--- src/logic/uabfc_pkg.sv ---
// Shared constants, register layout and state encodings of the serial control block.
package uabfc_pkg;

  // Register bus geometry and register offsets.
  localparam int ADDR_W = 2;
  localparam logic [1:0] OFS_BAUD_HIGH = 2'h0;
  localparam logic [1:0] OFS_BAUD_LOW = 2'h1;
  localparam logic [1:0] OFS_FRAME_ONE = 2'h2;
  localparam logic [1:0] OFS_ENABLE_TWO = 2'h3;

  // Reset values; the low divisor byte resets to a non-zero value.
  localparam logic [7:0] BAUD_HIGH_RST = 8'h00;
  localparam logic [7:0] BAUD_LOW_RST = 8'h04;
  localparam logic [7:0] FRAME_ONE_RST = 8'h00;
  localparam logic [7:0] ENABLE_TWO_RST = 8'h00;

  // Writable bit masks; masked bits read as zero.
  localparam logic [7:0] BAUD_HIGH_WMASK = 8'hdf;
  localparam logic [7:0] ENABLE_TWO_WMASK = 8'hfc;

  // Field positions of the baud divisor high register.
  localparam int BDH_BREAK_IE = 7;
  localparam int BDH_EDGE_IE = 6;
  localparam int BDH_DIV_MSB = 4;

  // Field positions of frame control one.
  localparam int C1_LOOP = 7;
  localparam int C1_STOP_WAIT = 6;
  localparam int C1_RX_SOURCE = 5;
  localparam int C1_NINE_BIT = 4;
  localparam int C1_WAKE_ADDR = 3;
  localparam int C1_IDLE_TYPE = 2;
  localparam int C1_PARITY_EN = 1;
  localparam int C1_PARITY_ODD = 0;

  // Field positions of enable control two.
  localparam int C2_TX_EMPTY_IE = 7;
  localparam int C2_TX_DONE_IE = 6;
  localparam int C2_RX_FULL_IE = 5;
  localparam int C2_IDLE_IE = 4;
  localparam int C2_TX_EN = 3;
  localparam int C2_RX_EN = 2;

  // Divisor width, oversampling and frame timing.
  localparam int DIV_W = 13;
  localparam logic [3:0] SUB_LAST = 4'hf;
  localparam logic [3:0] SUB_MID = 4'h7;
  localparam logic [3:0] DATA_LAST_8 = 4'd7;
  localparam logic [3:0] DATA_LAST_9 = 4'd8;
  localparam logic [3:0] IDLE_BITS_8 = 4'd10;
  localparam logic [3:0] IDLE_BITS_9 = 4'd11;

  // Frame sequencer states, Gray coded along idle, start, data, stop.
  typedef enum logic [1:0] {
    FR_IDLE = 2'b00,
    FR_START = 2'b01,
    FR_DATA = 2'b11,
    FR_STOP = 2'b10
  } uabfc_frame_t;

endpackage

--- src/logic/uabfc_baud_gen.sv ---
// Baud generator: one oversample tick every divisor cycles of the bus clock.
`timescale 1ns/1ps
module uabfc_baud_gen #(
  parameter int DIV_W = 13
) (
  input wire logic i_mclk,
  input wire logic i_reset,
  input wire logic i_run,
  input wire logic [DIV_W-1:0] i_divisor,
  output logic o_tick16
);

  typedef struct packed {
    logic [DIV_W-1:0] cnt;
  } uabfc_gen_t;

  uabfc_gen_t st;
  uabfc_gen_t next_st;
  logic wrap;

  // The counter wraps at divisor minus one; a shrunken divisor wraps at once.
  assign wrap = (st.cnt >= i_divisor - DIV_W'(1));
  assign o_tick16 = i_run && wrap;

  // A stopped generator holds its counter at zero so nothing toggles.
  always_comb
  begin
    next_st = st;
    if (!i_run)
    begin
      next_st.cnt = '0;
    end
    else if (wrap)
    begin
      next_st.cnt = '0;
    end
    else
    begin
      next_st.cnt = st.cnt + DIV_W'(1);
    end
  end

  // State register.
  always_ff @(posedge i_mclk or posedge i_reset)
  begin
    if (i_reset)
    begin
      st <= '0;
    end
    else
    begin
      st <= next_st;
    end
  end

endmodule // uabfc_baud_gen

--- src/logic/uabfc_pin_route.sv ---
// Pin routing for normal, internal loopback and single-wire operation.
`timescale 1ns/1ps
module uabfc_pin_route (
  input wire logic i_loop,
  input wire logic i_single_wire,
  input wire logic i_tx_line,
  input wire logic i_tx_drive,
  input wire logic i_tx_busy,
  input wire logic i_rx_enable,
  input wire logic i_rxd,
  input wire logic i_txd,
  output logic o_txd,
  output logic o_txd_oe,
  output logic o_rx_in,
  output logic o_rxd_in_use
);

  // In single-wire mode the pin is driven only while a frame is out, so the
  // receiver can hear the far end in between.
  always_comb
  begin
    o_txd = i_tx_line;
    o_txd_oe = (i_loop && i_single_wire) ? i_tx_busy : i_tx_drive;
    if (!i_loop)
    begin
      o_rx_in = i_rxd;
    end
    else if (i_single_wire)
    begin
      o_rx_in = i_txd;
    end
    else
    begin
      o_rx_in = i_tx_line;
    end
    o_rxd_in_use = i_rx_enable && !i_loop;
  end

endmodule // uabfc_pin_route

--- src/logic/uabfc_ctrl.sv ---
// Serial control block: registers, baud control, frame engines and pin use.
// Notes on behaviour
// RULE_01 - Upper divisor byte is buffered; working divisor loads on the lower write.
// RULE_02 - A zero divisor stops the baud generator completely.
// RULE_03 - Divisor 1 to 8191 gives bit rate of bus clock over sixteen times it.
// RULE_04 - Generator stays off after reset until a receiver or transmitter enable.
// RULE_05 - Break detect enable lets the break flag raise the interrupt.
// RULE_06 - Receive edge enable lets the edge flag raise the interrupt.
// RULE_07 - Loop bit routes transmitter to receiver and frees the receive pin.
// RULE_08 - Stop in wait freezes serial clocks during wait mode.
// RULE_09 - In loop mode source select picks internal loop or single wire.
// RULE_10 - Frame is start, eight or nine data bits sent LSB first, stop.
// RULE_11 - Wake method selects idle-line or address-mark wakeup.
// RULE_12 - Idle needs 10 or 11 high bits, counted after start or stop.
// RULE_13 - Parity enable makes the top data bit hardware parity.
// RULE_14 - Parity type selects even or odd over the whole character.
// RULE_15 - Transmit empty enable lets that flag raise the interrupt.
// RULE_16 - Transmit complete enable lets that flag raise the interrupt.
// RULE_17 - Receive full enable lets that flag raise the interrupt.
// RULE_18 - Idle enable lets the idle flag raise the interrupt.
// RULE_19 - Control register two is readable and writable at any time.
// RULE_20 - Transmitter enable drives the pin; it is kept until the frame ends. In single-wire loop mode only a frame in progress drives it.
// RULE_21 - Receive pin is released when receiver is off or in loop mode.
// RULE_22 - Interrupt output is high when any enabled flag is set.
//
// The address map and the address-and-strobe port were chosen for this implementation.
`timescale 1ns/1ps
module uabfc_ctrl #(
  parameter int DIV_W = 13
) (
  input wire logic i_mclk,
  input wire logic i_reset,
  input wire logic [1:0] i_addr,
  input wire logic [7:0] i_wdata,
  input wire logic i_wr,
  input wire logic i_rd,
  output logic [7:0] o_rdata,
  input wire logic i_wait_mode,
  input wire logic [8:0] i_tx_data,
  input wire logic i_tx_valid,
  output logic o_tx_ready,
  output logic o_tx_done,
  output logic [8:0] o_rx_data,
  output logic o_rx_valid,
  output logic o_rx_parity_err,
  output logic o_rx_frame_err,
  output logic o_idle_detected,
  output logic o_wakeup,
  input wire logic i_rxd,
  input wire logic i_txd,
  output logic o_txd,
  output logic o_txd_oe,
  output logic o_rxd_in_use,
  input wire logic i_tx_empty_flag,
  input wire logic i_tx_complete_flag,
  input wire logic i_rx_full_flag,
  input wire logic i_idle_flag,
  input wire logic i_break_detect_flag,
  input wire logic i_rx_edge_flag,
  output logic o_irq
);

  typedef struct packed {
    logic [7:0] bd_high;
    logic [7:0] bd_low;
    logic [4:0] work_hi;
    logic [7:0] c1;
    logic [7:0] c2;
    logic armed;
    logic [7:0] rdata;
    uabfc_pkg::uabfc_frame_t tx_st;
    logic [8:0] tx_sh;
    logic [3:0] tx_bit;
    logic [3:0] tx_sub;
    logic tx_line;
    logic tx_done;
    uabfc_pkg::uabfc_frame_t rx_st;
    logic [3:0] rx_sub;
    logic [3:0] rx_bit;
    logic [8:0] rx_sh;
    logic rx_prev;
    logic [8:0] rx_data;
    logic rx_valid;
    logic rx_perr;
    logic rx_ferr;
    logic [3:0] idle_cnt;
    logic [3:0] idle_sub;
    logic idle_done;
    logic idle_pulse;
    logic wake;
  } uabfc_state_t;

  uabfc_state_t st;
  uabfc_state_t next_st;
  logic [DIV_W-1:0] divisor;
  logic gen_run;
  logic tick16;
  logic freeze;
  logic nine;
  logic par_en;
  logic par_odd;
  logic [3:0] data_last;
  logic [3:0] idle_need;
  logic tx_busy;
  logic rx_in;
  logic tx_take;
  logic [8:0] tx_frame;
  logic tx_par;
  logic [8:0] rx_char;
  logic rx_par_ok;

  // Working divisor and generator gating; a frozen generator also stalls both
  // frame engines past a frame start, since after it they only advance on its ticks.
  assign divisor = {st.work_hi, st.bd_low}; // RULE_01
  assign freeze = st.c1[uabfc_pkg::C1_STOP_WAIT] && i_wait_mode; // RULE_08
  assign gen_run = st.armed && (divisor != '0) && !freeze; // RULE_02 RULE_04

  uabfc_baud_gen #(
    .DIV_W(DIV_W)
  ) u_gen (
    .i_mclk(i_mclk),
    .i_reset(i_reset),
    .i_run(gen_run),
    .i_divisor(divisor),
    .o_tick16(tick16)
  );

  // Frame format selections.
  assign nine = st.c1[uabfc_pkg::C1_NINE_BIT];
  assign par_en = st.c1[uabfc_pkg::C1_PARITY_EN];
  assign par_odd = st.c1[uabfc_pkg::C1_PARITY_ODD];
  assign data_last = nine ? uabfc_pkg::DATA_LAST_9 : uabfc_pkg::DATA_LAST_8; // RULE_10
  assign idle_need = nine ? uabfc_pkg::IDLE_BITS_9 : uabfc_pkg::IDLE_BITS_8; // RULE_12
  assign tx_busy = (st.tx_st != uabfc_pkg::FR_IDLE);

  // The pin stays ours after the enable drops until the frame is out.
  uabfc_pin_route u_route (
    .i_loop(st.c1[uabfc_pkg::C1_LOOP]),
    .i_single_wire(st.c1[uabfc_pkg::C1_RX_SOURCE]),
    .i_tx_line(st.tx_line),
    .i_tx_drive(st.c2[uabfc_pkg::C2_TX_EN] || tx_busy), // RULE_20
    .i_tx_busy(tx_busy),
    .i_rx_enable(st.c2[uabfc_pkg::C2_RX_EN]),
    .i_rxd(i_rxd),
    .i_txd(i_txd),
    .o_txd(o_txd),
    .o_txd_oe(o_txd_oe),
    .o_rx_in(rx_in),
    .o_rxd_in_use(o_rxd_in_use)
  ); // RULE_07 RULE_09 RULE_21

  // Transmit character with the top data bit replaced by parity when enabled.
  always_comb
  begin
    tx_par = 1'b0;
    tx_frame = i_tx_data;
    if (nine)
    begin
      tx_par = (^i_tx_data[7:0]) ^ par_odd; // RULE_14
      if (par_en)
      begin
        tx_frame = {tx_par, i_tx_data[7:0]}; // RULE_13
      end
    end
    else
    begin
      tx_par = (^i_tx_data[6:0]) ^ par_odd; // RULE_14
      tx_frame = par_en ? {1'b0, tx_par, i_tx_data[6:0]} : {1'b0, i_tx_data[7:0]}; // RULE_13
    end
  end

  // Received character right aligned, and its parity check.
  assign rx_char = nine ? st.rx_sh : {1'b0, st.rx_sh[8:1]};
  assign rx_par_ok = ((nine ? ^rx_char : ^rx_char[7:0]) == par_odd); // RULE_14

  assign o_tx_ready = st.c2[uabfc_pkg::C2_TX_EN] && !tx_busy;
  assign tx_take = i_tx_valid && o_tx_ready;

  // Bus access, transmit engine, receive engine and idle detection.
  always_comb
  begin
    next_st = st;
    next_st.tx_done = 1'b0;
    next_st.rx_valid = 1'b0;
    next_st.idle_pulse = 1'b0;
    next_st.wake = 1'b0;
    next_st.rx_prev = rx_in;
    // Register writes; the high byte only buffers the divisor bits.
    if (i_wr)
    begin
      if (i_addr == uabfc_pkg::OFS_BAUD_HIGH)
      begin
        next_st.bd_high = i_wdata & uabfc_pkg::BAUD_HIGH_WMASK; // RULE_01
      end
      else if (i_addr == uabfc_pkg::OFS_BAUD_LOW)
      begin
        next_st.bd_low = i_wdata;
        next_st.work_hi = st.bd_high[uabfc_pkg::BDH_DIV_MSB:0]; // RULE_01
      end
      else if (i_addr == uabfc_pkg::OFS_FRAME_ONE)
      begin
        next_st.c1 = i_wdata;
      end
      else
      begin
        next_st.c2 = i_wdata & uabfc_pkg::ENABLE_TWO_WMASK; // RULE_19
        if (i_wdata[uabfc_pkg::C2_TX_EN] || i_wdata[uabfc_pkg::C2_RX_EN])
        begin
          next_st.armed = 1'b1; // RULE_04
        end
      end
    end
    // Register reads answer in the next cycle.
    if (i_rd)
    begin
      if (i_addr == uabfc_pkg::OFS_BAUD_HIGH)
      begin
        next_st.rdata = st.bd_high;
      end
      else if (i_addr == uabfc_pkg::OFS_BAUD_LOW)
      begin
        next_st.rdata = st.bd_low;
      end
      else if (i_addr == uabfc_pkg::OFS_FRAME_ONE)
      begin
        next_st.rdata = st.c1;
      end
      else
      begin
        next_st.rdata = st.c2; // RULE_19
      end
    end
    // Transmit: start, data LSB first, stop, sixteen ticks per bit.
    if (tx_take)
    begin
      next_st.tx_st = uabfc_pkg::FR_START;
      next_st.tx_sh = tx_frame;
      next_st.tx_sub = 4'h0;
      next_st.tx_bit = 4'h0;
      next_st.tx_line = 1'b0; // RULE_10
    end
    else if (tick16 && tx_busy)
    begin
      next_st.tx_sub = st.tx_sub + 4'h1; // RULE_03
      if (st.tx_sub == uabfc_pkg::SUB_LAST)
      begin
        case (st.tx_st)
          uabfc_pkg::FR_START:
          begin
            next_st.tx_st = uabfc_pkg::FR_DATA;
            next_st.tx_line = st.tx_sh[0]; // RULE_10
          end
          uabfc_pkg::FR_DATA:
          begin
            if (st.tx_bit == data_last)
            begin
              next_st.tx_st = uabfc_pkg::FR_STOP;
              next_st.tx_line = 1'b1; // RULE_10
            end
            else
            begin
              next_st.tx_bit = st.tx_bit + 4'h1;
              next_st.tx_sh = {1'b0, st.tx_sh[8:1]};
              next_st.tx_line = st.tx_sh[1];
            end
          end
          default:
          begin
            next_st.tx_st = uabfc_pkg::FR_IDLE;
            next_st.tx_done = 1'b1;
          end
        endcase
      end
    end
    // Receive: a falling edge starts a frame, bits are sampled mid cell.
    if (!st.c2[uabfc_pkg::C2_RX_EN])
    begin
      next_st.rx_st = uabfc_pkg::FR_IDLE;
    end
    else if (st.rx_st == uabfc_pkg::FR_IDLE && st.rx_prev && !rx_in)
    begin
      next_st.rx_st = uabfc_pkg::FR_START;
      next_st.rx_sub = 4'h0;
      next_st.rx_bit = 4'h0;
      next_st.idle_cnt = 4'h0;
      next_st.idle_done = 1'b0;
    end
    else if (tick16 && st.rx_st != uabfc_pkg::FR_IDLE)
    begin
      next_st.rx_sub = st.rx_sub + 4'h1;
      case (st.rx_st)
        uabfc_pkg::FR_START:
        begin
          if (st.rx_sub == uabfc_pkg::SUB_MID && rx_in)
          begin
            next_st.rx_st = uabfc_pkg::FR_IDLE;
          end
          else if (st.rx_sub == uabfc_pkg::SUB_LAST)
          begin
            next_st.rx_st = uabfc_pkg::FR_DATA;
          end
        end
        uabfc_pkg::FR_DATA:
        begin
          if (st.rx_sub == uabfc_pkg::SUB_MID)
          begin
            next_st.rx_sh = {rx_in, st.rx_sh[8:1]}; // RULE_10
            // Counting from the start bit lets trailing data ones count.
            if (!st.c1[uabfc_pkg::C1_IDLE_TYPE])
            begin
              next_st.idle_cnt = rx_in ? st.idle_cnt + 4'h1 : 4'h0; // RULE_12
            end
          end
          else if (st.rx_sub == uabfc_pkg::SUB_LAST)
          begin
            if (st.rx_bit == data_last)
            begin
              next_st.rx_st = uabfc_pkg::FR_STOP;
            end
            else
            begin
              next_st.rx_bit = st.rx_bit + 4'h1;
            end
          end
        end
        default:
        begin
          // Return at mid stop so a following start edge is not missed.
          if (st.rx_sub == uabfc_pkg::SUB_MID)
          begin
            next_st.rx_st = uabfc_pkg::FR_IDLE;
            next_st.rx_data = rx_char;
            next_st.rx_valid = 1'b1;
            next_st.rx_perr = par_en && !rx_par_ok; // RULE_13
            next_st.rx_ferr = !rx_in;
            next_st.idle_sub = 4'h0;
            if (st.c1[uabfc_pkg::C1_IDLE_TYPE])
            begin
              next_st.idle_cnt = 4'h0; // RULE_12
            end
            else
            begin
              next_st.idle_cnt = rx_in ? st.idle_cnt + 4'h1 : 4'h0; // RULE_12
            end
            // Address-mark wakeup fires on a character with its top bit set.
            if (st.c1[uabfc_pkg::C1_WAKE_ADDR] && (nine ? rx_char[8] : rx_char[7]))
            begin
              next_st.wake = 1'b1; // RULE_11
            end
          end
        end
      endcase
    end
    else if (tick16 && st.rx_st == uabfc_pkg::FR_IDLE)
    begin
      // Line idle: count whole high bit times, saturating.
      next_st.idle_sub = st.idle_sub + 4'h1;
      if (st.idle_sub == uabfc_pkg::SUB_LAST)
      begin
        if (!rx_in)
        begin
          next_st.idle_cnt = 4'h0;
        end
        else if (st.idle_cnt != 4'hf)
        begin
          next_st.idle_cnt = st.idle_cnt + 4'h1; // RULE_12
        end
      end
    end
    // One idle report per quiet period; the next start bit re-arms it.
    if (st.c2[uabfc_pkg::C2_RX_EN] && !st.idle_done && st.idle_cnt >= idle_need)
    begin
      next_st.idle_done = 1'b1;
      next_st.idle_pulse = 1'b1; // RULE_12
      next_st.wake = !st.c1[uabfc_pkg::C1_WAKE_ADDR]; // RULE_11
    end
  end

  // State register with documented reset values.
  always_ff @(posedge i_mclk or posedge i_reset)
  begin
    if (i_reset)
    begin
      st <= '0;
      st.bd_high <= uabfc_pkg::BAUD_HIGH_RST;
      st.bd_low <= uabfc_pkg::BAUD_LOW_RST;
      st.c1 <= uabfc_pkg::FRAME_ONE_RST;
      st.c2 <= uabfc_pkg::ENABLE_TWO_RST;
      st.tx_st <= uabfc_pkg::FR_IDLE;
      st.rx_st <= uabfc_pkg::FR_IDLE;
      st.tx_line <= 1'b1;
      st.rx_prev <= 1'b1;
      st.idle_done <= 1'b1;
    end
    else
    begin
      st <= next_st;
    end
  end

  // Outputs. The interrupt is purely a gate of flags by enables.
  assign o_rdata = st.rdata;
  assign o_tx_done = st.tx_done;
  assign o_rx_data = st.rx_data;
  assign o_rx_valid = st.rx_valid;
  assign o_rx_parity_err = st.rx_perr;
  assign o_rx_frame_err = st.rx_ferr;
  assign o_idle_detected = st.idle_pulse;
  assign o_wakeup = st.wake;
  assign o_irq = (i_break_detect_flag && st.bd_high[uabfc_pkg::BDH_BREAK_IE]) // RULE_05
    || (i_rx_edge_flag && st.bd_high[uabfc_pkg::BDH_EDGE_IE]) // RULE_06
    || (i_tx_empty_flag && st.c2[uabfc_pkg::C2_TX_EMPTY_IE]) // RULE_15
    || (i_tx_complete_flag && st.c2[uabfc_pkg::C2_TX_DONE_IE]) // RULE_16
    || (i_rx_full_flag && st.c2[uabfc_pkg::C2_RX_FULL_IE]) // RULE_17
    || (i_idle_flag && st.c2[uabfc_pkg::C2_IDLE_IE]); // RULE_18 RULE_22
endmodule // uabfc_ctrl

--- config.mk ---
export PLATFORM = sky130hd
export DESIGN_NAME = uabfc_ctrl
export DESIGN_NICKNAME = d
export VERILOG_FILES = /design/src/logic/uabfc_pkg.sv /design/src/logic/uabfc_baud_gen.sv /design/src/logic/uabfc_pin_route.sv /design/src/logic/uabfc_ctrl.sv
export SDC_FILE = /design/constraint.sdc
export NUM_CORES = 1
export LEC_CHECK = 0
export BUFFER_PORTS_ARGS = -buffer_cell sky130_fd_sc_hd__clkbuf_2
export CAP_MARGIN = 20
export CELL_PAD_IN_SITES_DETAIL_PLACEMENT = 1
export CELL_PAD_IN_SITES_GLOBAL_PLACEMENT = 1
export CORE_MARGIN = 2
export CORE_UTILIZATION = 31
export DETAILED_ROUTE_END_ITERATION = 7
export HOLD_SLACK_MARGIN = 0.02
export PLACE_DENSITY_LB_ADDON = 0.1
export SKIP_LAST_GASP = 1
export SLEW_MARGIN = 20
export SYNTH_ARGS = -nofsm -noshare
export SYNTH_HDL_FRONTEND = slang
export SYNTH_SLANG_ARGS = --single-unit
--- constraint.sdc ---
create_clock -name i_mclk -period 10.81 [get_ports i_mclk]
set_clock_uncertainty 0.05 [all_clocks]
set_input_delay 2.162 -clock i_mclk [delete_from_list [all_inputs] [get_ports i_mclk]]
set_output_delay 2.162 -clock i_mclk [all_outputs]
set_load 0.02 [all_outputs]
## After elaboration in Yosys (flattened, before gate mapping)

Cells that the tools add are included.

| operators by class | value |
|---|---|
| $add $sub $neg | 8 |
| multipliers | 0 |
| div/mod/pow operators | 0 |
| order comparisons | 2 |
| equal/unequal tests | 30 |
| shifts and indexed selects | 0 |
| multiplexer cells | 69 |
| bitwise logic cells | 7 |
| reduce and logical (&&, ||, !) cells | 77 |

Operator list:

| cell | number |
|---|---|
| 2-to-1 mux 13 bit | 5 |
| 2-to-1 mux 4 bit | 14 |
| 2-to-1 mux 8 bit | 6 |
| 2-to-1 mux 9 bit | 4 |
| adder 4 x 1 -> 4 bit (second input constant) | 6 |
| logical AND 1 bit | 24 |
| nonzero test 2 bit | 11 |
| 2-to-1 mux 21 bit | 1 |
| 2-to-1 mux 20 bit | 1 |
| != test 4 bit (second input constant) | 5 |
| AND reduction 5 bit | 4 |
| 2-to-1 mux 19 bit | 1 |
| 2-to-1 mux 2 bit | 9 |
| 2-to-1 mux 1 bit | 16 |
| parity 8 bit | 2 |
| 2-to-1 mux 15 bit | 1 |
| adder 13 x 1 -> 13 bit (second input constant) | 1 |
| greater-or-equal comparator 13 bit | 1 |
| nonzero test 13 bit | 1 |
| subtractor 13 x 1 -> 13 bit (second input constant) | 1 |
| == test 4 bit (second input constant) | 3 |
| 2-to-1 mux 12 bit | 1 |
| 2-to-1 mux 3 bit | 4 |
| AND reduction 4 bit | 3 |
| 32 further kinds | 68 |

| word-level totals | value |
|---|---|
| register bits | 120 |
| latch bits | 0 |
| memory bits (writable) | 0 |
| bits in read-only memories | 0 |
| bits of input ports | 33 |
| output and inout port bits | 28 |
| memories kept | 0 |

## Longest topological paths before layout

Gate-level depths: netlist of run 1.

| depth | value |
|---|---|
| depth in word-level cells | 12 |
| depth in mapped cells | 16 |
| gate-level depth less buffers | 14 |

## Cells and area by module

From an unflattened synthesis of run 1, not the netlist that was laid out.

| second synthesis, totals | value |
|---|---|
| cells, all modules | 661 |
| area total of the unflattened synthesis | 6525.0 um^2 |

By module, submodules not included:

| module | instances | cells an instance | area an instance (um^2) | sequential area each (um^2) |
|---|---|---|---|---|
| uabfc_ctrl | 1 | 532 | 5357.6 | 2682.6 |
| uabfc_baud_gen | 1 | 122 | 1113.6 | 325.3 |
| uabfc_pin_route | 1 | 7 | 53.8 | 0.0 |

## Worst setup path after synthesis of run 1

OpenSTA, ideal clock, no wires.

| timing | value |
|---|---|
| path type | input port to output port |
| start | input port i_tx_empty_flag |
| end | output port o_irq |
| data arrival time | 2530 ps |
| data required time | 8598 ps |
| setup slack | 6068 ps |
| stages on the path | 2 |
| path buffers | 0 |
| cells stage by stage | a22oi_1 -> nand3_1 |

| on the way | value |
|---|---|
| word-level cells in the longest chain between the ends | 5 |

RTL lines:

| what | RTL line | RTL |
|---|---|---|
| start, declared | uabfc_ctrl.sv:54 | `input wire logic i_tx_empty_flag,` |
| logical AND 1 bit | uabfc_ctrl.sv:412 | `\|\| (i_tx_empty_flag && st.c2[uabfc_pkg::C2_TX_EMPTY_IE])` |
| logical OR 1 bit | uabfc_ctrl.sv:412 |  |
| logical OR 1 bit | uabfc_ctrl.sv:413 | `\|\| (i_tx_complete_flag && st.c2[uabfc_pkg::C2_TX_DONE_IE])` |
| logical OR 1 bit | uabfc_ctrl.sv:414 | `\|\| (i_rx_full_flag && st.c2[uabfc_pkg::C2_RX_FULL_IE])` |
| logical OR 1 bit | uabfc_ctrl.sv:415 | `\|\| (i_idle_flag && st.c2[uabfc_pkg::C2_IDLE_IE]);` |
| end, declared | uabfc_ctrl.sv:60 | `output logic o_irq` |

No other way between the ends.

## Final worst setup path of run 1

Same ends and word-level chain as after synthesis.

==> results by group, run 1 <==
Power and ir drop
  – PD cells: 183 nW/um2
  – Pleak: 3.50 nW
  – Max VDD drop: 0.0000810 V
  – Power Total: 1.37 mW

GRT
  – Global route overflow: 0
  – Vias in the first global route: 5163
  – Initial antenna violation count: 0
  – Largest net degree at the start of global routing: 85
  – GRT Util Overall: 15.4%
  – Global-route wire length before repair: 26.8 mm

Min path
  – Hold path cells: 2
  – Worst Hold End: st[2]$_DFFE_PP1P_
  – Hold Path Class: flop to flop
  – Hold wc startpoint: st[2]$_DFFE_PP1P_

Logic synthesis
  – Synth Warn #: 0
  – Seq cells post-synth: 120
  – Post-synthesis compound-gate area fraction: 10.7%
  – Syn nets: 687
  – Post-synth EDFFs: 0
  – Syn_area_per_cell: 10.3 um2
  – Largest family of logic cells by synthesized area: simple AND/OR/NAND/NOR gates
  – FFs w/ async S/R, synth: 100%
  – Main synth FF type: dfrtp_1
  – Synth Cell Area: 6490 um2
  – Post-synthesis cell count: 629
  – Sequential area share after synthesis: 46.4%
  – Area contributors post-synth: dfrtp_1 45%, mux2_2 8.2%, ha_1 4.8%
  – Synth Area in XOR/XNOR: 5.26%
  – Synth Area in Simple Gates: 15.4%
  – Mux contribution to synthesized area: 12.7%
  – Synth Area in Adders: 4.82%
  – Post-synth top area cell: dfrtp_1
  – Area share of the largest cell type after synthesis: 44.7%
  – Cell variety after synth: 60

STA
  – Setup_tns: 0 ns
  – Slew Limit Fails: 0
  – Tcrit/Tclk final: 47.7%
  – Hold Vio Cnt, Final: 0
  – Fin crit period: 5.15 ns
  – Max-Slew Margin vs Limit: 37.1%
  – Worst setup margin: 5.66 ns
  – Maximum clock frequency: 194 MHz
  – Worst-Margin Slew: 0.941 ns
  – Hold Worst Slack: 0.410 ns
  – Final setup violation count: 0
  – RSZ-0062 raised after global routing: false

CTS
  – Clock Path Buffers: 2
  – CTS hold repair buffers: 0
  – Total CTS buffers: 17
  – Setup Buffers After CTS: 0
  – Post-CTS resize count: 0
  – Clk Tree Root Cell: clkbuf_16
  – CTS tree: built
  – Clock slew at reported path FFs: 0.05 ns
  – H-tree Lvls: 4
  – Sink Count: 120
  – Clock Latency Late Sink: 0.41 ns

Placement
  – Setup Slack @ Placement: 5.65 ns
  – Input/output buffers: 60
  – Hpwl dp: 11.7 mm
  – RD Place Congestion: 0.728

Finish
  – Total Nets Final: 729
  – Most common cell after layout, fill and taps aside: dfrtp_1
  – P&R area growth vs syn: 15.5%
  – Most frequent cells in the layout: 116 x dfrtp_1, 69 x nand2_1, 60 x clkbuf_2
  – Number of diodes: 0
  – Layout cells sized above 1: 23.5%

Run status
  – Status: finished clean

Worst setup path
  – Critical Path RT: 8.60 ns
  – Crit Path Max Fanout: 1
  – Setup CP Type: primary input to output pin
  – Arr. time, crit path: 2.94 ns
  – FF-to-FF Start: divisor[1]$_DFFE_PP0P_
  – Worst r2r dst: o_rx_data[3]$_DFFE_PP0P_
  – Crit start category: primary input
  – R2R depth: 12
  – Crit. End Element: output pin
  – Reg2Reg Setup Slack: 6.27 ns

Routing
  – Total wire length: 16.0 mm
  – Routed via count: 4677
  – DR WL/cell: 16.8 um
  – TritonRoute pass-1 iters: 4
  – DRC: 0
  – Vias/cell: 4.90
  – Post-DRT Antenna Nets: 0
  – DR iter-0 viols: 162

Die
  – Die width: 149 um
  – Initial Util: 31.9%
  – Die ar.: 22100 um2
  – Num rows: 52
  – Core footprint: 20400 um2
  – Die H: 149 um
  – # IOs: 61

Job
  – Maxcap violations: 0
## metrics by stage
| stage | util, % | area, um2 | std cells |
|---|---|---|---|
| finish | 36.8 | 7500 | 954 |
| global route | 36.8 | 7500 | 954 |
| CTS | 36.7 | 7480 | 954 |
| detailed placement | 34.0 | 6920 | 922 |
| global placement | 34.0 | 6920 | 922 |
| floorplan | - | 6490 | 629 |
## where the power goes
group	total, mW	internal, mW	leakage (nW)	switching [mW]
Combinational	0.246	0.115	1.68	0.131
Clock	0.542	0.339	0.269	0.203
Sequential	0.580	0.507	1.56	0.0731
Total	1.37	0.961	3.50	0.407
## cells in the mapped netlist, types with 3 or more instances
cell / n
a21o_1: 5
a21oi_1: 28
a22o_1: 7
a22oi_1: 4
a31oi_1: 6
a31oi_2: 3
and2_1: 8
and3_1: 11
buf_2: 4
buf_4: 18
clkbuf_1: 15
dfrtp_1: 116
dfstp_2: 4
ha_1: 25
inv_1: 18
mux2_2: 47
mux2i_1: 26
nand2_1: 69
nand2b_1: 11
nand3_1: 21
nand4_1: 4
nor2_1: 47
nor2b_1: 4
nor3_1: 7
o21ai_0: 37
o22ai_1: 3
xnor2_1: 24
xor2_1: 15
## cell families (layout without fill, tap and decap cells)
family / after synthesis / in the layout
compound gates: 110 / 110
xor+xnor: 39 / 39
fa+ha+maj: 25 / 25
buf+inv: 58 / 113
flops: 120 / 120
mux: 75 / 75
simple gates: 202 / 202
## layout make-up
cell class	instances	area, um2
Fill cell	2289	12900
Multi-Input combinational cell	451	3190
Sequential cell	120	3010
Clock buffer	25	495
Tap cell	270	338
Timing Repair Buffer	63	327
Inverter	18	70.1
Clock inverter	7	67.6
## worst max path at each step
| stage | startpoint | endpoint | slack [ns] | depth (start not counted) |
|---|---|---|---|---|
| finish | i_tx_empty_flag | o_irq | 5.66 | 4 |
| global route | i_tx_empty_flag | o_irq | 5.63 | 4 |
| floorplan | i_reset | divisor[0]$_DFFE_PP0P_ | 5.42 | 1 |
| global placement | i_tx_empty_flag | o_irq | 5.66 | 4 |
| detailed placement | i_tx_empty_flag | o_irq | 5.65 | 4 |
| CTS | i_tx_empty_flag | o_irq | 5.65 | 4 |
## worst max-delay path, stage by stage
cell,delay (ns)
clkbuf_2,0.08
a22oi_1,0.38
nand3_1,0.13
clkbuf_2,0.18
## state kept, by name, summed over array words and instances (netlist names), 8 cells and up
register,cells
divisor,13
st,68
u_gen.st,13
o_rdata,8
o_rx_data,9
## metal layers
layer	wire [um]	track usage [%]	up-vias
met3	486	3.37	12
met4	155	4.24	0
met1	7590	19.6	2341
met2	7760	26.4	62
met5	0	0	-
li1	-	-	2262
No activity file was read; power rests on OpenSTA's default activity.
==> inputs of run 2 (changes only) <==
- clock period: 10.81 -> 4.2 ns (I/O delays scaled with it)
==> results by group, run 2 (synthesized netlist as in run 1, its figures left out) <==
Placement
  – Input/output buffers: 60 (unchanged)
  – Placement Cell Area: 6950 um2 (+0.40%)
  – Setup Slack @ Placement: 0.344 ns (-5.31 ns)
  – RD Place Congestion: 0.748 (+2.8%)
  – Hpwl dp: 12.1 mm (+3.9%)

Worst setup path
  – CP peak stage delay: 0.40 ns (+0.02 ns)
  – CP max stage cell: dfrtp_1
  – Setup CP Type: flop to flop
  – Worst Setup SP: divisor[0]$_DFFE_PP0P_
  – Crit start category: flop
  – Critical Path, Cell by Cell: inv_1, ha_1, nor4b_2, or2b_1, xor2_1, ha_1, nand2_1, a2111o_1, a31oi_2, o31a_2, and4_4, nor2_8, mux2_4
  – Crit. End Element: flop
  – Critical Path RT: 4.45 ns (-4.15 ns)
  – FF-to-FF Start: divisor[0]$_DFFE_PP0P_
  – Critical path's most frequent cell: ha_1
  – Arr. time, crit path: 4.04 ns (+1.10 ns)
  – Crit Path Max Fanout: 14 (+13)

Die
  – Die H: 149 um (unchanged)
  – Die width: 149 um (unchanged)
  – Num rows: 52 (unchanged)
  – Initial Util: 31.9% (unchanged)
  – # IOs: 61 (unchanged)
  – Die ar.: 22100 um2 (unchanged)
  – Core footprint: 20400 um2 (unchanged)

GRT
  – Largest net degree at the start of global routing: 63 (-26%)
  – GRT Util Overall: 16.0% (+0.59 points)
  – Vias in the first global route: 5075 (-1.7%)
  – Global-route wire length before repair: 27.2 mm (+1.5%)
  – Global route overflow: 0 (unchanged)
  – Initial antenna violation count: 0 (unchanged)

Finish
  – Most flops, register: st
  – Filler cell count: 2307 (+0.79%)
  – Layout cells sized above 1: 24.1% (+0.55 points)
  – Total Nets Final: 731 (+0.27%)
  – Most frequent cells in the layout: 116 x dfrtp_1, 69 x nand2_1, 60 x clkbuf_2
  – Fin area: 7580 um2 (+1.1%)
  – Max reg flops: 68 (unchanged)
  – Most common cell after layout, fill and taps aside: dfrtp_1
  – Number of diodes: 0 (unchanged)
  – P&R area growth vs syn: 16.8%

CTS
  – Setup Buffers After CTS: 0 (unchanged)
  – Post-CTS resize count: 0 (unchanged)
  – CTS hold repair buffers: 0 (unchanged)
  – Total CTS buffers: 17 (unchanged)
  – Clk Tree Root Cell: clkbuf_16
  – Sink Count: 120 (unchanged)
  – Clock slew at reported path FFs: 0.06 ns (about the same)
  – Clock Latency Late Sink: 0.41 ns (about the same)
  – CTS tree: built
  – Clock Path Buffers: 2 (unchanged)
  – H-tree Lvls: 4 (unchanged)

Routing
  – DR WL/cell: 17.2 um (+2.6%)
  – DRC: 0 (unchanged)
  – Routed via count: 4689 (+0.26%)
  – Vias/cell: 4.91 (+0.15%)
  – Total wire length: 16.4 mm (+2.8%)
  – Post-DRT Antenna Nets: 0 (unchanged)
  – DR iter-0 viols: 171 (+5.6%)
  – TritonRoute pass-1 iters: 4 (unchanged)

Power and ir drop
  – Pleak: 3.55 nW (+1.4%)
  – Power Total: 3.68 mW (+170%)
  – PD cells: 486 nW/um2 (+170%)
  – Max VDD drop: 0.000278 V (+240%)

STA
  – Worst-Margin Slew: 0.904 ns (-0.0368 ns)
  – Setup_tns: 0 ns (unchanged)
  – Fin crit period: 3.79 ns
  – Slew Limit Fails: 0 (unchanged)
  – Final setup violation count: 0 (unchanged)
  – Tcrit/Tclk final: 90.3%
  – RSZ-0062 raised after global routing: false
  – Worst setup margin: 0.405 ns (-5.25 ns)
  – Hold Vio Cnt, Final: 0 (unchanged)
  – Maximum clock frequency: 264 MHz
  – Max-Slew Margin vs Limit: 39.7% (+2.6 points)

Job
  – Maxcap violations: 0 (unchanged)

Run status
  – Status: finished clean

Min path
  – Hold wc startpoint: st[48]$_DFFE_PP0P_
  – Hold Path Class: flop to flop
-- run 2: cell count changes in the layout (fill, tap and decap cells not counted), moves of 2 or more --
cell,before,now
buf_4,2,4
bufinv_16,1,3
clkbuf_1,4,2
clkbuf_8,4,6
clkinv_2,3,1
clkinvlp_4,3,1
-- run 2: final cells by class --
cell class                      count  area [um2]  area share (%)
Tap cell                          270         338            4.46
Timing Repair Buffer               65         350            4.62
Clock inverter                      6         111            1.47
Multi-Input combinational cell    451        3190            42.0
Clock buffer                       25         515            6.80
Inverter                           18        70.1           0.924
Sequential cell                   120        3010            39.7
-- run 2: where the power goes --
group,switching (mW),total [mW],internal (mW)
Sequential,0.197,1.50,1.30
Combinational,0.332,0.628,0.296
Clock,0.527,1.55,1.03
Total,1.06,3.68,2.63
-- run 2: worst paths after layout --
check                                                 end  slack (ns)  cells after the start
max in group asynchronous        o_rx_data[8]$_DFFE_PP0P_        2.78                      3
worst min-delay path                   st[48]$_DFFE_PP0P_        0.41                      1
worst min register to register         st[48]$_DFFE_PP0P_        0.41                      1
worst max-delay path                   st[60]$_DFFE_PP0P_        0.41                     13
worst max register to register         st[60]$_DFFE_PP0P_        0.41                     13
min in group asynchronous       o_idle_detected$_DFF_PP0_        0.52                      2
-- run 2: metal layers --
metal | part of all wire, % | track usage [%]
met1 | 46 | 20.4
met4 | 1.0 | 4.38
met2 | 50 | 27.2
met3 | 3.2 | 3.59
met5 | 0 | 0
-- run 2: through the flow --
stage	utilization [%]	std cells	hold WS, ns
floorplan	-	629	0.385
global placement	34.1	924	0.402
detailed placement	34.1	924	0.405
CTS	37.2	955	0.416
global route	37.2	955	0.448
finish	37.2	955	0.413
-- run 2: worst max-delay path: cells and delay by family (launching register included) --
kind,cells,cell delay [ns]
and+or+nand+nor,5,1.13
buffers and inverters,1,0.11
AOI/OAI and AO/OA,3,0.96
muxes,1,0.32
adders and majority gates,2,0.54
xor gates and xnor gates,1,0.17
DFF,1,0.40
==> inputs of run 3 (changes only) <==
- CAP_MARGIN: 20 -> 25
- CORE_ASPECT_RATIO: unset -> 0.5
- CTS_BUF_LIST: unset -> sky130_fd_sc_hd__clkbuf_4
==> results by group, run 3 (synthesized netlist as in run 1, its figures left out) <==
Die
  – Die width: 209 um (+40%)
  – # IOs: 61 (unchanged)
  – Num rows: 37 (-29%)
  – Initial Util: 31.6% (-0.29 points)
  – Die ar.: 22200 um2 (+0.32%)
  – Die H: 106 um (-29%)
  – Core footprint: 20600 um2 (+0.93%)

CTS
  – Clock slew at reported path FFs: 0.12 ns (+0.06 ns)
  – CTS hold repair buffers: 0 (unchanged)
  – Total CTS buffers: 17 (unchanged)
  – H-tree Lvls: 4 (unchanged)
  – Post-CTS resize count: 0 (unchanged)
  – CTS tree: built
  – Clock Latency Late Sink: 0.54 ns (+0.13 ns)
  – Sink Count: 120 (unchanged)
  – Clock Path Buffers: 2 (unchanged)
  – Clk Tree Root Cell: clkbuf_4
  – Setup Buffers After CTS: 0 (unchanged)

Worst setup path
  – Setup CP Type: flop to flop
  – CP max stage cell: dfrtp_1
  – CP peak stage delay: 0.43 ns (+0.03 ns)
  – Critical Path, Cell by Cell: nor3_1, nor3b_1, nand2_1, nor4_1, xnor2_1, ha_1, nand4_1, a2111o_1, a31oi_2, o31a_4, and4_4, nor2_8, mux2_4
  – CP bufs+invs: 0 (-1)
  – Delay-heaviest family, CP: simple AND/OR/NAND/NOR gates
  – Crit start category: flop
  – Arr. time, crit path: 4.17 ns (+0.13 ns)
  – Crit Path Max Fanout: 16 (+2)
  – Critical Path RT: 4.58 ns (+0.13 ns)
  – Crit. End Element: flop

GRT
  – GRT Util Overall: 15.1% (-0.91 points)
  – Global-route wire length before repair: 26.2 mm (-3.7%)
  – Initial antenna violation count: 0 (unchanged)
  – Largest net degree at the start of global routing: 63 (unchanged)
  – Global route overflow: 0 (unchanged)
  – Vias in the first global route: 4874 (-4.0%)

Finish
  – Most flops, register: st
  – Post-layout util: 35.3% (-2.0 points)
  – Number of diodes: 0 (unchanged)
  – Total Nets Final: 731 (unchanged)
  – Final std cells w/o fill: 959 (+0.42%)
  – Layout cells sized above 1: 23.8% (-0.33 points)
  – Fin area: 7250 um2 (-4.4%)
  – Most common cell after layout, fill and taps aside: dfrtp_1
  – Max reg flops: 68 (unchanged)
  – Most frequent cells in the layout: 116 x dfrtp_1, 69 x nand2_1, 60 x clkbuf_2
  – P&R area growth vs syn: 11.7%

Placement
  – RD Place Congestion: 0.728 (-2.8%)
  – Post-Place Cells: 927 (+0.32%)
  – Placement Cell Area: 6950 um2 (about the same)
  – Setup Slack @ Placement: 0.306 ns (-0.0374 ns)
  – Hpwl dp: 11.1 mm (-8.6%)
  – Input/output buffers: 60 (unchanged)

STA
  – Hold Worst Slack: 0.367 ns (-0.0462 ns)
  – Worst-Margin Slew: 0.902 ns (-0.00259 ns)
  – Hold Vio Cnt, Final: 0 (unchanged)
  – Max-Slew Margin vs Limit: 39.9% (+0.17 points)
  – Tcrit/Tclk final: 90.2% (-0.17 points)
  – Setup_tns: 0 ns (unchanged)
  – Final setup violation count: 0 (unchanged)
  – RSZ-0062 raised after global routing: false
  – Maximum clock frequency: 264 MHz (+0.19%)
  – Fin crit period: 3.79 ns (-0.00717 ns)
  – Worst setup margin: 0.413 ns (+0.00717 ns)
  – Slew Limit Fails: 0 (unchanged)

Routing
  – DR iter-0 viols: 170 (-0.58%)
  – Routed via count: 4657 (-0.68%)
  – DRC: 0 (unchanged)
  – DR WL/cell: 16.2 um (-5.6%)
  – Post-DRT Antenna Nets: 0 (unchanged)
  – TritonRoute pass-1 iters: 4 (unchanged)
  – Total wire length: 15.6 mm (-5.2%)
  – Vias/cell: 4.86 (-1.1%)

Power and ir drop
  – Pleak: 3.41 nW (-4.1%)
  – PD cells: 415 nW/um2 (-15%)
  – Max VDD drop: 0.000137 V (-51%)
  – Power Total: 3.01 mW (-18%)

Run status
  – Status: finished clean

Job
  – Maxcap violations: 0 (unchanged)

Min path
  – Hold Path Class: primary input to async pin
==> run 3: where the power goes <==
part / total [mW] / switching, mW / internal [mW]
Clock: 0.896 / 0.456 / 0.439
Sequential: 1.49 / 0.191 / 1.30
Combinational: 0.620 / 0.327 / 0.293
==> run 3: cell type report <==
| type | instances | area [um2] |
|---|---|---|
| fillers | 2386 | 13300 |
| multi-input cells | 451 | 3180 |
| flip-flops and latches | 120 | 3010 |
| repair buffers | 65 | 350 |
| well taps | 273 | 342 |
| clock buffers | 22 | 165 |
| clock inverters | 10 | 128 |
| inverters | 18 | 70.1 |
==> run 3: per-layer routing <==
metal / global-route usage (%) / vias to the layer above / wire (um)
met4: 3.98 / 0 / 137
li1: - / 2286 / -
met2: 22.9 / 35 / 6730
met5: 0 / - / 0
met3: 3.37 / 15 / 356
met1: 21.6 / 2321 / 8350
==> run 3: worst paths after layout <==
| kind | endpoint | slack [ns] | cells past startpoint | startpoint |
|---|---|---|---|---|
| worst max-delay path | st[60]$_DFFE_PP0P_ | 0.41 | 13 | divisor[1]$_DFFE_PP0P_ |
| worst max register to register | st[60]$_DFFE_PP0P_ | 0.41 | 13 | divisor[1]$_DFFE_PP0P_ |
| worst min-delay path | u_gen.st[4]$_DFF_PP0_ | 0.37 | 2 | i_reset |
| min in group i_mclk | st[2]$_DFFE_PP1P_ | 0.42 | 2 | st[2]$_DFFE_PP1P_ |
| max in group asynchronous | st[2]$_DFFE_PP1P_ | 2.88 | 3 | i_reset |
| worst min register to register | st[2]$_DFFE_PP1P_ | 0.42 | 2 | st[2]$_DFFE_PP1P_ |
